**config.mk**
```make
export PLATFORM = sky130hd
export DESIGN_NAME = acs_sequencer
export DESIGN_NICKNAME = d
export VERILOG_FILES = /design/src/core/acs_pkg.sv /design/src/core/acs_sequencer.sv
export SDC_FILE = /design/constraint.sdc
export NUM_CORES = 1
export LEC_CHECK = 0
export BUFFER_PORTS_ARGS = -buffer_cell sky130_fd_sc_hd__buf_2
export CAP_MARGIN = 20
export CORE_UTILIZATION = 57
export CTS_CLUSTER_SIZE = 30
export DETAILED_ROUTE_END_ITERATION = 10
export HOLD_SLACK_MARGIN = 0.12
export MAX_ROUTING_LAYER = met4
export PLACE_DENSITY = 0.8
export SYNTH_ARGS = -nofsm -noshare
export SYNTH_HDL_FRONTEND = slang
export SYNTH_SLANG_ARGS = --single-unit
```
**constraint.sdc**
```tcl
create_clock -name clk -period 3.2 [get_ports clk]
set_input_delay 0.64 -clock clk [delete_from_list [all_inputs] [get_ports clk]]
set_output_delay 0.64 -clock clk [all_outputs]
set_load 0.05 [all_outputs]
```
**src/core/acs_pkg.sv**
```systemverilog
// Constants and types for the converter sequencer
package acs_pkg;
  localparam logic [7:0] ACS_OFF_CTL2   = 8'h62;
  localparam logic [7:0] ACS_OFF_CTL3   = 8'h63;
  localparam logic [7:0] ACS_OFF_CTL5   = 8'h65;
  localparam logic [7:0] ACS_OFF_STAT0  = 8'h66;
  localparam logic [7:0] ACS_OFF_STAT1  = 8'h67;
  localparam logic [7:0] ACS_OFF_TSTH   = 8'h68;
  localparam logic [7:0] ACS_OFF_TSTL   = 8'h69;
  localparam logic [7:0] ACS_OFF_RES0   = 8'h70;
  localparam logic [7:0] ACS_OFF_RES7   = 8'h7f;
  localparam logic [7:0] ACS_RESET_VAL  = 8'h00;
  localparam int ACS_B_EIGHT_CONVERSION_SELECT   = 6;
  localparam int ACS_B_SCAN   = 5;
  localparam int ACS_B_GROUP_SWEEP_ENABLE   = 4;
  localparam int ACS_B_PWR    = 7;
  localparam int ACS_B_FAST_FLAG_CLEAR   = 6;
  localparam int ACS_B_IE     = 1;
  localparam int ACS_B_RST    = 5;
  localparam int ACS_B_TOUT   = 4;
  localparam logic [7:0] ACS_CTL5_MASK = 8'h7f;
  localparam logic [7:0] ACS_CTL2_MASK = 8'he2;
  localparam logic [7:0] ACS_CTL3_MASK = 8'h03;
  localparam logic [2:0] ACS_LEN4_LAST = 3'h3;
  localparam logic [2:0] ACS_LEN8_LAST = 3'h7;
  typedef enum logic [1:0] {ACS_IDLE, ACS_START, ACS_CONV} acs_state_t;
endpackage : acs_pkg

```
**src/core/acs_sequencer.sv**
```systemverilog
// Conversion sequencer, status flags and test access for the converter
//
// Behaviour
// - Control writes always accepted; each starts sequence while powered up
// - Write mid-sequence aborts, clears all flags
// - Length select: four or eight conversions
// - Repeat bit: one sequence or continuous
// - Single channel uses all four select bits
// - Group sweep steps channels, ignores low bits
// - Channel codes: inputs, reserved, references, test
// - Group sweep results follow low code bits
// - Sequence flag sets after first sequence
// - Sequence flag clears on start or, with fast clear set, on slot0 read
// - Readable counter shows next result slot
// - Per-slot done flag set until read
// - Fast clear ignores status read; else needed
// - Status writable only in special mode
// - Test registers special mode only, else zero
// - Test field reads/writes approximation register
// - Soft reset restores all but power-up
// - Factory test select and mux output
// - Unused bits read zero; resets zero
// - Fast clear bit: access clears set flag
// - Power/freeze writes or power-down abort sequence
// - Results left justified, read-only in every mode
//
// Chosen here: the APB register port.
`timescale 1ns/1ps
module acs_sequencer
  import acs_pkg::*;
(
  input  wire logic        clk,
  input  wire logic        rst_b,
  input  wire logic        clk_en,
  input  wire logic        special_mode,
  input  wire logic        psel,
  input  wire logic        penable,
  input  wire logic        pwrite,
  input  wire logic [11:0] paddr,
  input  wire logic [31:0] pwdata,
  output logic      [31:0] prdata,
  output logic             pready,
  output logic             pslverr,
  output logic             conv_start,
  output logic      [3:0]  conv_channel,
  input  wire logic        conv_done,
  input  wire logic [9:0]  conv_value,
  output logic             converter_irq,
  output logic      [3:0]  factory_test_select,
  output logic             test_mux_output
);
  acs_state_t  state_r;
  logic [7:0]  ctl5_r;
  logic [7:0]  ctl2_r;
  logic [7:0]  ctl3_r;
  logic [2:0]  conversion_counter_r;
  logic        sequence_complete_flag_r;
  logic        first_seq_r;
  logic [7:0]  conversion_done_flags_r;
  logic [7:0]  stat_armed_r;
  logic [9:0]  approximation_value_r;
  logic        tst_out_r;
  logic [3:0]  tst_sel_r;
  logic [15:0] result_r [8];
  logic        soft_rst;

  // Byte offset: register index is paddr[11:2]
  function automatic logic hit(input logic [11:0] a, input logic [7:0] off);
    return a[11:2] == {2'b00, off};
  endfunction

  // Result window covers both bytes of all eight slots
  function automatic logic in_results(input logic [11:0] a);
    return a[11:2] >= {2'b00, ACS_OFF_RES0} && a[11:2] <= {2'b00, ACS_OFF_RES7};
  endfunction

  // High byte at the even offset, low byte at the odd one
  function automatic logic [7:0] slot_byte(input logic [15:0] v, input logic low);
    return low ? v[7:0] : v[15:8];
  endfunction

  // Sweep code: counter replaces the in-group bits, upper bits pick the group
  function automatic logic [3:0] sweep_channel(input logic [7:0] ctl, input logic [2:0] cnt);
    if (ctl[ACS_B_EIGHT_CONVERSION_SELECT])
      return {ctl[3], cnt};
    return {ctl[3:2], cnt[1:0]};
  endfunction

  logic       acc;
  logic       wr;
  logic       rd;
  logic       wr_ctl5;
  logic       wr_ctl2;
  logic       wr_ctl3;
  logic       wr_tsth;
  logic       wr_tstl;
  logic       wr_st0;
  logic       wr_st1;
  logic       rd_st;
  logic       res_acc;
  logic       res_hit;
  logic [2:0] res_idx;
  logic [2:0] last_idx;
  logic       aborting;
  assign acc     = psel && penable && clk_en;
  assign wr      = acc && pwrite;
  assign rd      = acc && !pwrite;
  assign wr_ctl5 = wr && hit(paddr, ACS_OFF_CTL5);
  assign wr_ctl2 = wr && hit(paddr, ACS_OFF_CTL2);
  assign wr_ctl3 = wr && hit(paddr, ACS_OFF_CTL3);
  // Test and status writes need special mode
  assign wr_tsth = wr && special_mode && hit(paddr, ACS_OFF_TSTH);
  assign wr_tstl = wr && special_mode && hit(paddr, ACS_OFF_TSTL);
  assign wr_st0  = wr && special_mode && hit(paddr, ACS_OFF_STAT0);
  assign wr_st1  = wr && special_mode && hit(paddr, ACS_OFF_STAT1);
  assign rd_st   = rd && (hit(paddr, ACS_OFF_STAT0) || hit(paddr, ACS_OFF_STAT1));
  // High and low bytes of a slot share one slot index
  assign res_hit = in_results(paddr);
  assign res_acc = acc && res_hit;
  assign res_idx = paddr[5:3];

  // Soft reset is a one-cycle strobe; the bit itself never stores
  assign soft_rst = wr_tstl && pwdata[ACS_B_RST];
  assign last_idx = ctl5_r[ACS_B_EIGHT_CONVERSION_SELECT] ? ACS_LEN8_LAST : ACS_LEN4_LAST;
  assign aborting = wr_ctl2 || wr_ctl3;

  // Zero wait states: every access completes in one access cycle
  assign pready  = 1'b1;
  assign pslverr = 1'b0;

  // Conversion control; the write itself starts the sequence
  always_ff @(posedge clk or negedge rst_b) begin
    if (!rst_b)
      ctl5_r <= ACS_RESET_VAL;
    else if (clk_en) begin
      if (soft_rst)
        ctl5_r <= ACS_RESET_VAL;
      else if (wr_ctl5)
        ctl5_r <= pwdata[7:0] & ACS_CTL5_MASK;
    end
  end

  // Freeze control: stored only, the write aborts
  always_ff @(posedge clk or negedge rst_b) begin
    if (!rst_b)
      ctl3_r <= ACS_RESET_VAL;
    else if (clk_en) begin
      if (soft_rst)
        ctl3_r <= ACS_RESET_VAL;
      else if (wr_ctl3)
        ctl3_r <= pwdata[7:0] & ACS_CTL3_MASK;
    end
  end

  // Power-up bit survives soft reset
  always_ff @(posedge clk or negedge rst_b) begin
    if (!rst_b)
      ctl2_r <= ACS_RESET_VAL;
    else if (clk_en) begin
      if (soft_rst)
        ctl2_r <= ACS_RESET_VAL | {ctl2_r[ACS_B_PWR], 7'h00};
      else if (wr_ctl2)
        ctl2_r <= pwdata[7:0] & ACS_CTL2_MASK;
    end
  end

  // Sequencer state; any abort or loss of power parks it
  logic stop_req;
  logic seq_end;
  assign stop_req = soft_rst || aborting || !ctl2_r[ACS_B_PWR];
  assign seq_end  = (state_r == ACS_CONV) && conv_done && conversion_counter_r == last_idx;

  always_ff @(posedge clk or negedge rst_b) begin
    if (!rst_b)
      state_r <= ACS_IDLE;
    else if (clk_en) begin
      if (stop_req)
        state_r <= ACS_IDLE;
      else if (wr_ctl5)
        state_r <= ACS_START;
      else begin
        case (state_r)
          ACS_IDLE:  state_r <= ACS_IDLE;
          ACS_START: state_r <= ACS_CONV;
          ACS_CONV: begin
            if (seq_end)
              state_r <= ctl5_r[ACS_B_SCAN] ? ACS_START : ACS_IDLE;
            else if (conv_done)
              state_r <= ACS_START;
          end
          default:   state_r <= ACS_IDLE;
        endcase
      end
    end
  end

  // Conversion counter: next slot to be written
  always_ff @(posedge clk or negedge rst_b) begin
    if (!rst_b)
      conversion_counter_r <= 3'h0;
    else if (clk_en) begin
      if (stop_req || wr_ctl5 || seq_end)
        conversion_counter_r <= 3'h0;
      else if (state_r == ACS_CONV && conv_done)
        conversion_counter_r <= conversion_counter_r + 3'h1;
    end
  end

  // Only the first sequence after a start may set the sequence flag
  always_ff @(posedge clk or negedge rst_b) begin
    if (!rst_b)
      first_seq_r <= 1'b0;
    else if (clk_en) begin
      if (soft_rst)
        first_seq_r <= 1'b0;
      else if (wr_ctl5 && !stop_req)
        first_seq_r <= 1'b1;
      else if (seq_end && !stop_req)
        first_seq_r <= 1'b0;
    end
  end

  // One request per conversion; the core times the conversion itself
  assign conv_start = (state_r == ACS_START);
  always_comb begin
    if (ctl5_r[ACS_B_GROUP_SWEEP_ENABLE])
      conv_channel = sweep_channel(ctl5_r, conversion_counter_r);
    else
      conv_channel = ctl5_r[3:0];
  end

  // A result that lands in an aborting cycle is dropped
  logic done_ev;
  assign done_ev = (state_r == ACS_CONV) && conv_done && !stop_req && !wr_ctl5;

  // Results: slot index equals counter, which equals low code bits in sweep
  // No reset: slot contents are undefined until first written
  for (genvar s = 0; s < 8; s++) begin : g_result
    always_ff @(posedge clk) begin
      if (clk_en && done_ev && conversion_counter_r == 3'(s))
        result_r[s] <= {conv_value, 6'h00};
    end
  end

  // Sequence complete flag: set beats the software clears
  logic scf_set;
  logic scf_clr;
  assign scf_set = done_ev && conversion_counter_r == last_idx && first_seq_r;
  assign scf_clr = res_acc && res_idx == 3'h0 && !pwrite && ctl2_r[ACS_B_FAST_FLAG_CLEAR];

  always_ff @(posedge clk or negedge rst_b) begin
    if (!rst_b)
      sequence_complete_flag_r <= 1'b0;
    else if (clk_en) begin
      if (soft_rst || wr_ctl5)
        sequence_complete_flag_r <= 1'b0;
      else if (scf_set)
        sequence_complete_flag_r <= 1'b1;
      else if (wr_st0)
        sequence_complete_flag_r <= pwdata[7];
      else if (scf_clr)
        sequence_complete_flag_r <= 1'b0;
    end
  end

  // Completion flags; set beats clear
  for (genvar f = 0; f < 8; f++) begin : g_done_flag
    logic set_ev;
    logic clr_ev;
    assign set_ev = done_ev && conversion_counter_r == 3'(f);
    // Without fast clear only a read armed by a status read clears
    assign clr_ev = res_acc && res_idx == 3'(f) &&
                    (ctl2_r[ACS_B_FAST_FLAG_CLEAR] || !pwrite && stat_armed_r[f]);
    always_ff @(posedge clk or negedge rst_b) begin
      if (!rst_b)
        conversion_done_flags_r[f] <= 1'b0;
      else if (clk_en) begin
        if (soft_rst || wr_ctl5)
          conversion_done_flags_r[f] <= 1'b0;
        else if (set_ev)
          conversion_done_flags_r[f] <= 1'b1;
        else if (wr_st1)
          conversion_done_flags_r[f] <= pwdata[f];
        else if (clr_ev)
          conversion_done_flags_r[f] <= 1'b0;
      end
    end
    always_ff @(posedge clk or negedge rst_b) begin
      if (!rst_b)
        stat_armed_r[f] <= 1'b0;
      else if (clk_en) begin
        if (soft_rst || wr_ctl5 || set_ev || clr_ev)
          stat_armed_r[f] <= 1'b0;
        else if (rd_st)
          stat_armed_r[f] <= conversion_done_flags_r[f];
      end
    end
  end

  // Approximation register: a test write wins over a conversion result
  always_ff @(posedge clk or negedge rst_b) begin
    if (!rst_b)
      approximation_value_r <= 10'h000;
    else if (clk_en) begin
      if (soft_rst)
        approximation_value_r <= 10'h000;
      else if (wr_tsth)
        approximation_value_r[9:2] <= pwdata[7:0];
      else if (wr_tstl)
        approximation_value_r[1:0] <= pwdata[7:6];
      else if (done_ev)
        approximation_value_r <= conv_value;
    end
  end

  // Factory test selection
  always_ff @(posedge clk or negedge rst_b) begin
    if (!rst_b) begin
      tst_out_r <= 1'b0;
      tst_sel_r <= 4'h0;
    end else if (clk_en) begin
      if (soft_rst) begin
        tst_out_r <= 1'b0;
        tst_sel_r <= 4'h0;
      end else if (wr_tstl) begin
        tst_out_r <= pwdata[ACS_B_TOUT];
        tst_sel_r <= pwdata[3:0];
      end
    end
  end

  assign factory_test_select = tst_sel_r;
  assign test_mux_output     = tst_out_r && tst_sel_r != 4'h0;
  // Level request; software clears it through the sequence flag
  assign converter_irq = sequence_complete_flag_r && ctl2_r[ACS_B_IE];

  // Read data register
  logic [7:0]  rd_byte;
  logic [15:0] slot;
  always_comb begin
    slot    = result_r[res_idx];
    rd_byte = 8'h00;
    if (hit(paddr, ACS_OFF_CTL5))
      rd_byte = ctl5_r;
    else if (hit(paddr, ACS_OFF_CTL2))
      rd_byte = ctl2_r | {7'h00, sequence_complete_flag_r};
    else if (hit(paddr, ACS_OFF_CTL3))
      rd_byte = ctl3_r;
    else if (hit(paddr, ACS_OFF_STAT0))
      rd_byte = {sequence_complete_flag_r, 4'h0, conversion_counter_r};
    else if (hit(paddr, ACS_OFF_STAT1))
      rd_byte = conversion_done_flags_r;
    else if (hit(paddr, ACS_OFF_TSTH))
      rd_byte = special_mode ? approximation_value_r[9:2] : 8'h00;
    else if (hit(paddr, ACS_OFF_TSTL))
      rd_byte = special_mode ? {approximation_value_r[1:0], 1'b0, tst_out_r, tst_sel_r} : 8'h00;
    else if (res_hit)
      rd_byte = slot_byte(slot, paddr[2]);
  end

  // Loaded in the setup cycle so data stands through the access phase
  always_ff @(posedge clk or negedge rst_b) begin
    if (!rst_b)
      prdata <= 32'h0000_0000;
    else if (clk_en && psel && !penable && !pwrite)
      prdata <= {24'h000000, rd_byte};
  end
endmodule : acs_sequencer

```
; After elaboration in Yosys (flattened, before gate mapping)
; Memory sizes are Yosys's and may differ from the RTL's.
; Cells that the tools add are included.
; Widths: inputs -> output; s select.
[totals]
ff_bits = 70
latch_bits = 0
mem_bits_rw = 80
mem_bits_ro = 0
inputBits = 62
wordCells = 365
n_memories = 1
[mem_list]
columns = name, depth, width, read_ports, rd_clocked_by_memory_dff, wr, line
row1 = result_r, 8, 10, 1, 0, 1, acs_sequencer.sv:64  ; logic [15:0] result_r [8];
[op_classes]
n_addsub = 1
mul = 0
div_mod_pow = 0
magnitude_cmp = 2
n_eq_ne = 27
n_shift = 0
mux = 133
bitwise_logic = 2
n_reduce_logical = 170
[op_table]
columns = operator, n
row1 = $mux 8, 17
row2 = $mux 10, 9
row3 = $mux 1, 83
row4 = $logic_and 1x1->1, 72
row5 = $eq 10x7->1 const B, 7
row6 = $reduce_or 10->1, 7
row7 = $reduce_and 2->1, 24
row8 = $reduce_bool 4->1, 10
row9 = $logic_or 1x1->1, 31
row10 = $mux 3, 10
row11 = $reduce_bool 2->1, 13
row12 = $eq 3x3->1 const B, 8
row13 = $mux 4, 5
row14 = $mux 7, 2
row15 = $eq 3x2->1 const B, 4
row16 = $mux 2, 6
row17 = $ge 10x7->1 const B, 1
row18 = $le 10x7->1 const B, 1
row19 = $reduce_and 3->1, 3
row20 = $reduce_bool 3->1, 3
row21 = $or 8x1->8, 1
row22 = $eq 3x1->1 const B, 2
row23 = $logic_not 3->1, 2
row24 = $logic_not 1->1, 5
row25 = other kinds (9), 9

; Depth between registers and ports, before layout
[depth]
ltp_word = 23
depth_mapped = 8
mapped_depth_nobuf = 5

; Worst setup path after synthesis
; No wires, ideal clock.
[synth_path]
path_kind = input to register
startpoint = input port paddr[4]
endpoint = memory result_r[0][0] in the netlist's numbering (enable)
arrival_time_ns = 2.737
slack_ns = 0.053
path_stages = 5
n_path_buf = 1
path_cell_list = buf_2 > and4b_1 > o21ai_1 > a21oi_1 > nor4_1
[synth_via]
elab_chain_cells = 20
elab_cells_between_ends = 62
cone_classes = eq/ne: 4 / mux: 30 / reduce/logical: 28
[synth_lines]
columns = item, line
row1 = "start, declared", acs_sequencer.sv:39  ; input wire logic [11:0] paddr,
row2 = $eq 10x7->1, acs_sequencer.sv:69  ; return a[11:2] == {2'b00, off};
row3 = "$logic_and 1x1->1, on equally long branches", "acs_sequencer.sv:113, acs_sequencer.sv:109, acs_sequencer.sv:110"
row4 = $logic_and 1x1->1 or $logic_or 1x1->1 (tied branches), "acs_sequencer.sv:123, acs_sequencer.sv:125"
row5 = $logic_or 1x1->1 (2 in series), acs_sequencer.sv:170  ; assign stop_req = soft_rst || aborting || !ctl2_r[ACS_B_PWR];
row6 = $logic_not 1->1, acs_sequencer.sv:234  ; assign done_ev = (state_r == ACS_CONV) && conv_done && !stop_req && !wr_ctl5;
row7 = $logic_and 1x1->1, acs_sequencer.sv:234
row8 = $logic_and 1x1->1 *, acs_sequencer.sv:234
row9 = $logic_and 1x1->1 *, acs_sequencer.sv:240  ; if (clk_en && done_ev && conversion_counter_r == 3'(s))
row10 = $logic_and 1x1->1, acs_sequencer.sv:240
row11 = $mux 1, acs_sequencer.sv:240
row12 = $mux 1 (not written as such), acs_sequencer.sv:241  ; result_r[s] <= {conv_value, 6'h00};
row13 = $reduce_or 10->1 (no line), n/a
row14 = $mux 3 (no line) or $mux 1 (tied branches) (7 in series), n/a
row15 = "end, declared", acs_sequencer.sv:64
; Mark *: on every way between the ends. The rest lies on a longest branch, timed or not.

; Worst setup path in the final report
[layout_path]
startpoint = input port paddr[9]
endpoint = register conversion_done_flags_r[4]
[layout_via]
elab_chain_cells = 11
elab_cells_between_ends = 31
cone_classes = order compare: 2 / eq/ne: 5 / mux: 3 / reduce/logical: 21
[layout_lines]
columns = item, line
row1 = branches (longest 11 deep; another with $ge 10x7->1), n/a
row2 = "end signal, assigned by index", acs_sequencer.sv:283  ; conversion_done_flags_r[f] <= pwdata[f];
row3 = "end, declared", acs_sequencer.sv:59  ; logic [7:0] conversion_done_flags_r;
; Parallel ways; which one is timed is not known.
; A chain may end at the register's enable or synchronous reset.

==> summary.txt <==
Status = complete, no violations
Max-Cap Viols = 0
Relative slew margins = 0.358
Power per cell area = 520 nW/um^2
Worst Clk Skew = 0.00607 ns
Clock Sinks = 139
Synthesized flop and latch total = 139
Post-synthesis sequential area ratio = 0.545
Combinational Power Share = 0.092
Vias in the first global route = 5254
Crit Path Max Fanout = 12
Global route total overflow = 0
Initial antenna violation count = 0
Setup_tns = 0 ns
CTS buffer count = 17
CP required = 3.51 ns
Synthesis warning total = 0
Resize count post-CTS = 0
Sequential share of power = 0.450
Type of the worst min-delay path = in -> async
Slew Limit Fails = 0
Count of cell types in the netlist = 67
Die W = 114 um
Worst Setup Path Type = in -> reg
P_int = 3180 uW
Avg Vias per Cell = 6.28
Synth area leaders = edfxtp_1 34%, dfrtp_1 21%, mux2i_1 6.6%
Cts hold-fix bufs = 0
Sw Share = 0.258
Crit path DAT = 2.84 ns
N_diodes = 0
Final ANT Viol Nets = 0
Number of enable flip-flop cells after synthesis = 80
Share of cells above drive strength 1 = 0.212
Post-Syn Area = 7120 um^2
Clock group share of total power = 0.458
Most frequent cells after synthesis = 80 x edfxtp_1, 59 x dfrtp_1, 58 x nand2_1
CTS tree = built
Fin crit period = 2.52 ns
Die Span Y = 114 um
WHS = 0.380 ns
CTS Root Cell = clkbuf_16
Num rows = 40
DP HPWL = 13600 um
Final Hold Fails = 0
CP Capture Type = flip-flop
Clock latency on the worst-skew pair = 0.43 ns
Clock Tree Buf Depth = 2
First-pass GRT wire length = 30100 um
Post-CTS Setup Repair Bufs = 0
Post-synth top area share = 0.338
Die area = 12900 um^2
H-tree Lvls = 4
Initial Util = 0.587
Finished Core Util = 0.680
WL per Instance = 23.1 um
# IOs = 107
GRT Total Usage = 0.335
Area after DPL = 7650 um^2
Drt pass-1 iters = 5
Synthesis-to-finish area growth = 15.7%
DRC Markers = 0
Post-synth ARST share = 0.424
Final setup fails = 0
Primary FF master, synth = edfxtp_1
RSZ-0062 raised after global routing = no
F_max = 396 MHz
Port-buffer cells = 54
Via Count = 5416
Post-Synthesis Cells = 610
Actual slew at the worst max-slew pin = 0.961 ns
Mean Syn Cell Area = 11.7 um^2
Final nets = 749
Final period utilization = 0.788
Critical Path Source Type = input port
Final instance area = 8240 um^2
Routed WL = 19900 um
Clock-pin slew of the registers on the worst-case setup and hold paths = 0.06 ns
Leakage = 0.00345 uW
Largest area contributor in the netlist = edfxtp_1
Switching Power = 1110 uW
Core area = 12100 um^2
Max IR drop VDD = 0.548 mV
Largest net degree at the start of global routing = 60
Most frequent cell after synthesis = edfxtp_1
Drt initial violations = 539
Routability congestion estimate = 0.966
==> area by class of cell <==
cell class              count  area [um^2]
clock buffers              18          429
clock inverters            14          160
fillers                   878         3880
inverters                   9         33.8
multi-input cells         428         2980
flip-flops and latches    139         3880
well taps                 168          210
repair buffers             86          548
==> per-stage QoR <==
stage          std cells  setup slack (ns)  power [uW]
3_3_place_gp         830             0.267        2340
6_report             862             0.678        4280
2_1_floorplan        634            0.0529        2240
5_1_grt              862             0.563        4390
4_1_cts              862             0.727        4300
3_5_place_dp         830             0.297        2350
==> worst max-delay path: stages <==
cell and delay (ns):
buf_2 0.11, nor4b_2 0.51, nand3_1 0.38, a21oi_1 0.59, nor4_2 0.13, buf_4 0.24, a211o_1 0.24
==> cells in the final DEF, fill, tap and decap left out, types with 7 or more instances in the layout <==
master     instances
a21oi_1           19
buf_2             54
buf_4             29
clkbuf_16         17
conb_1            26
dfrtp_1           59
edfxtp_1          80
inv_1              9
mux2_2             7
mux2i_1           47
mux4_2            10
nand2_1           58
nand3_1           19
nand3b_1          13
nand4_1           12
nor2_1            31
nor2b_1           17
nor3_1            14
nor3b_1           11
o21ai_0           23
==> kinds of logic after synthesis <==
family	count (synthesis)	share of synthesized area
adders and majority gates	6	0.0106
other	2	0.00106
xor gates and xnor gates	1	0.00123
AOI/OAI and AO/OA	105	0.101
muxes	64	0.109
and+or+nand+nor	226	0.181
DFF	139	0.545
buffers and inverters	67	0.0512
==> registers in the layout (all words and copies together) (netlist names) <==
signal and cells:
first_seq_r 1, prdata 8, ctl5_r 7, ctl3_r 2, conversion_counter_r 3, state_r 2
sequence_complete_flag_r 1, stat_armed_r 8, approximation_value_r 10, ctl2_r 4, factory_test_select 4, tst_out_r 1
result_r 80, conversion_done_flags_r 8
==> metal layers <==
| metal | vias to the layer above | wire, um | global-route usage |
|---|---|---|---|
| li1 | 2403 | - | - |
| met1 | 2678 | 8130 | 0.444 |
| met2 | 276 | 9140 | 0.472 |
| met3 | 59 | 1890 | 0.0930 |
| met4 | 0 | 754 | 0.172 |
| met5 | - | 0 | - |
==> worst paths after layout <==
| kind | start | end | slack, ns | depth (start not counted) |
|---|---|---|---|---|
| min | rst_b | ctl2_r[6] | 0.38 | 2 |
| max reg2reg | state_r[0] | approximation_value_r[9] | 1.00 | 5 |
| max in group asynchronous | rst_b | approximation_value_r[9] | 2.29 | 2 |
| min in group clk | conv_value[3] | result_r[7][3] | 0.51 | 1 |
| min reg2reg | prdata[6] | prdata[6] | 0.51 | 2 |
| max | paddr[9] | conversion_done_flags_r[4] | 0.68 | 7 |
==> power groups by stage <==
stage | clock [uW] | sequential, uW | combinational [uW]
after global routing | 2050 | 1930 | 414
after detailed placement | 0 | 1960 | 386
final | 1960 | 1930 | 393
after CTS | 1980 | 1930 | 389
after floorplan | 0 | 2030 | 216
after global placement | 0 | 1960 | 380
No activity file was read; power rests on OpenSTA's default activity.
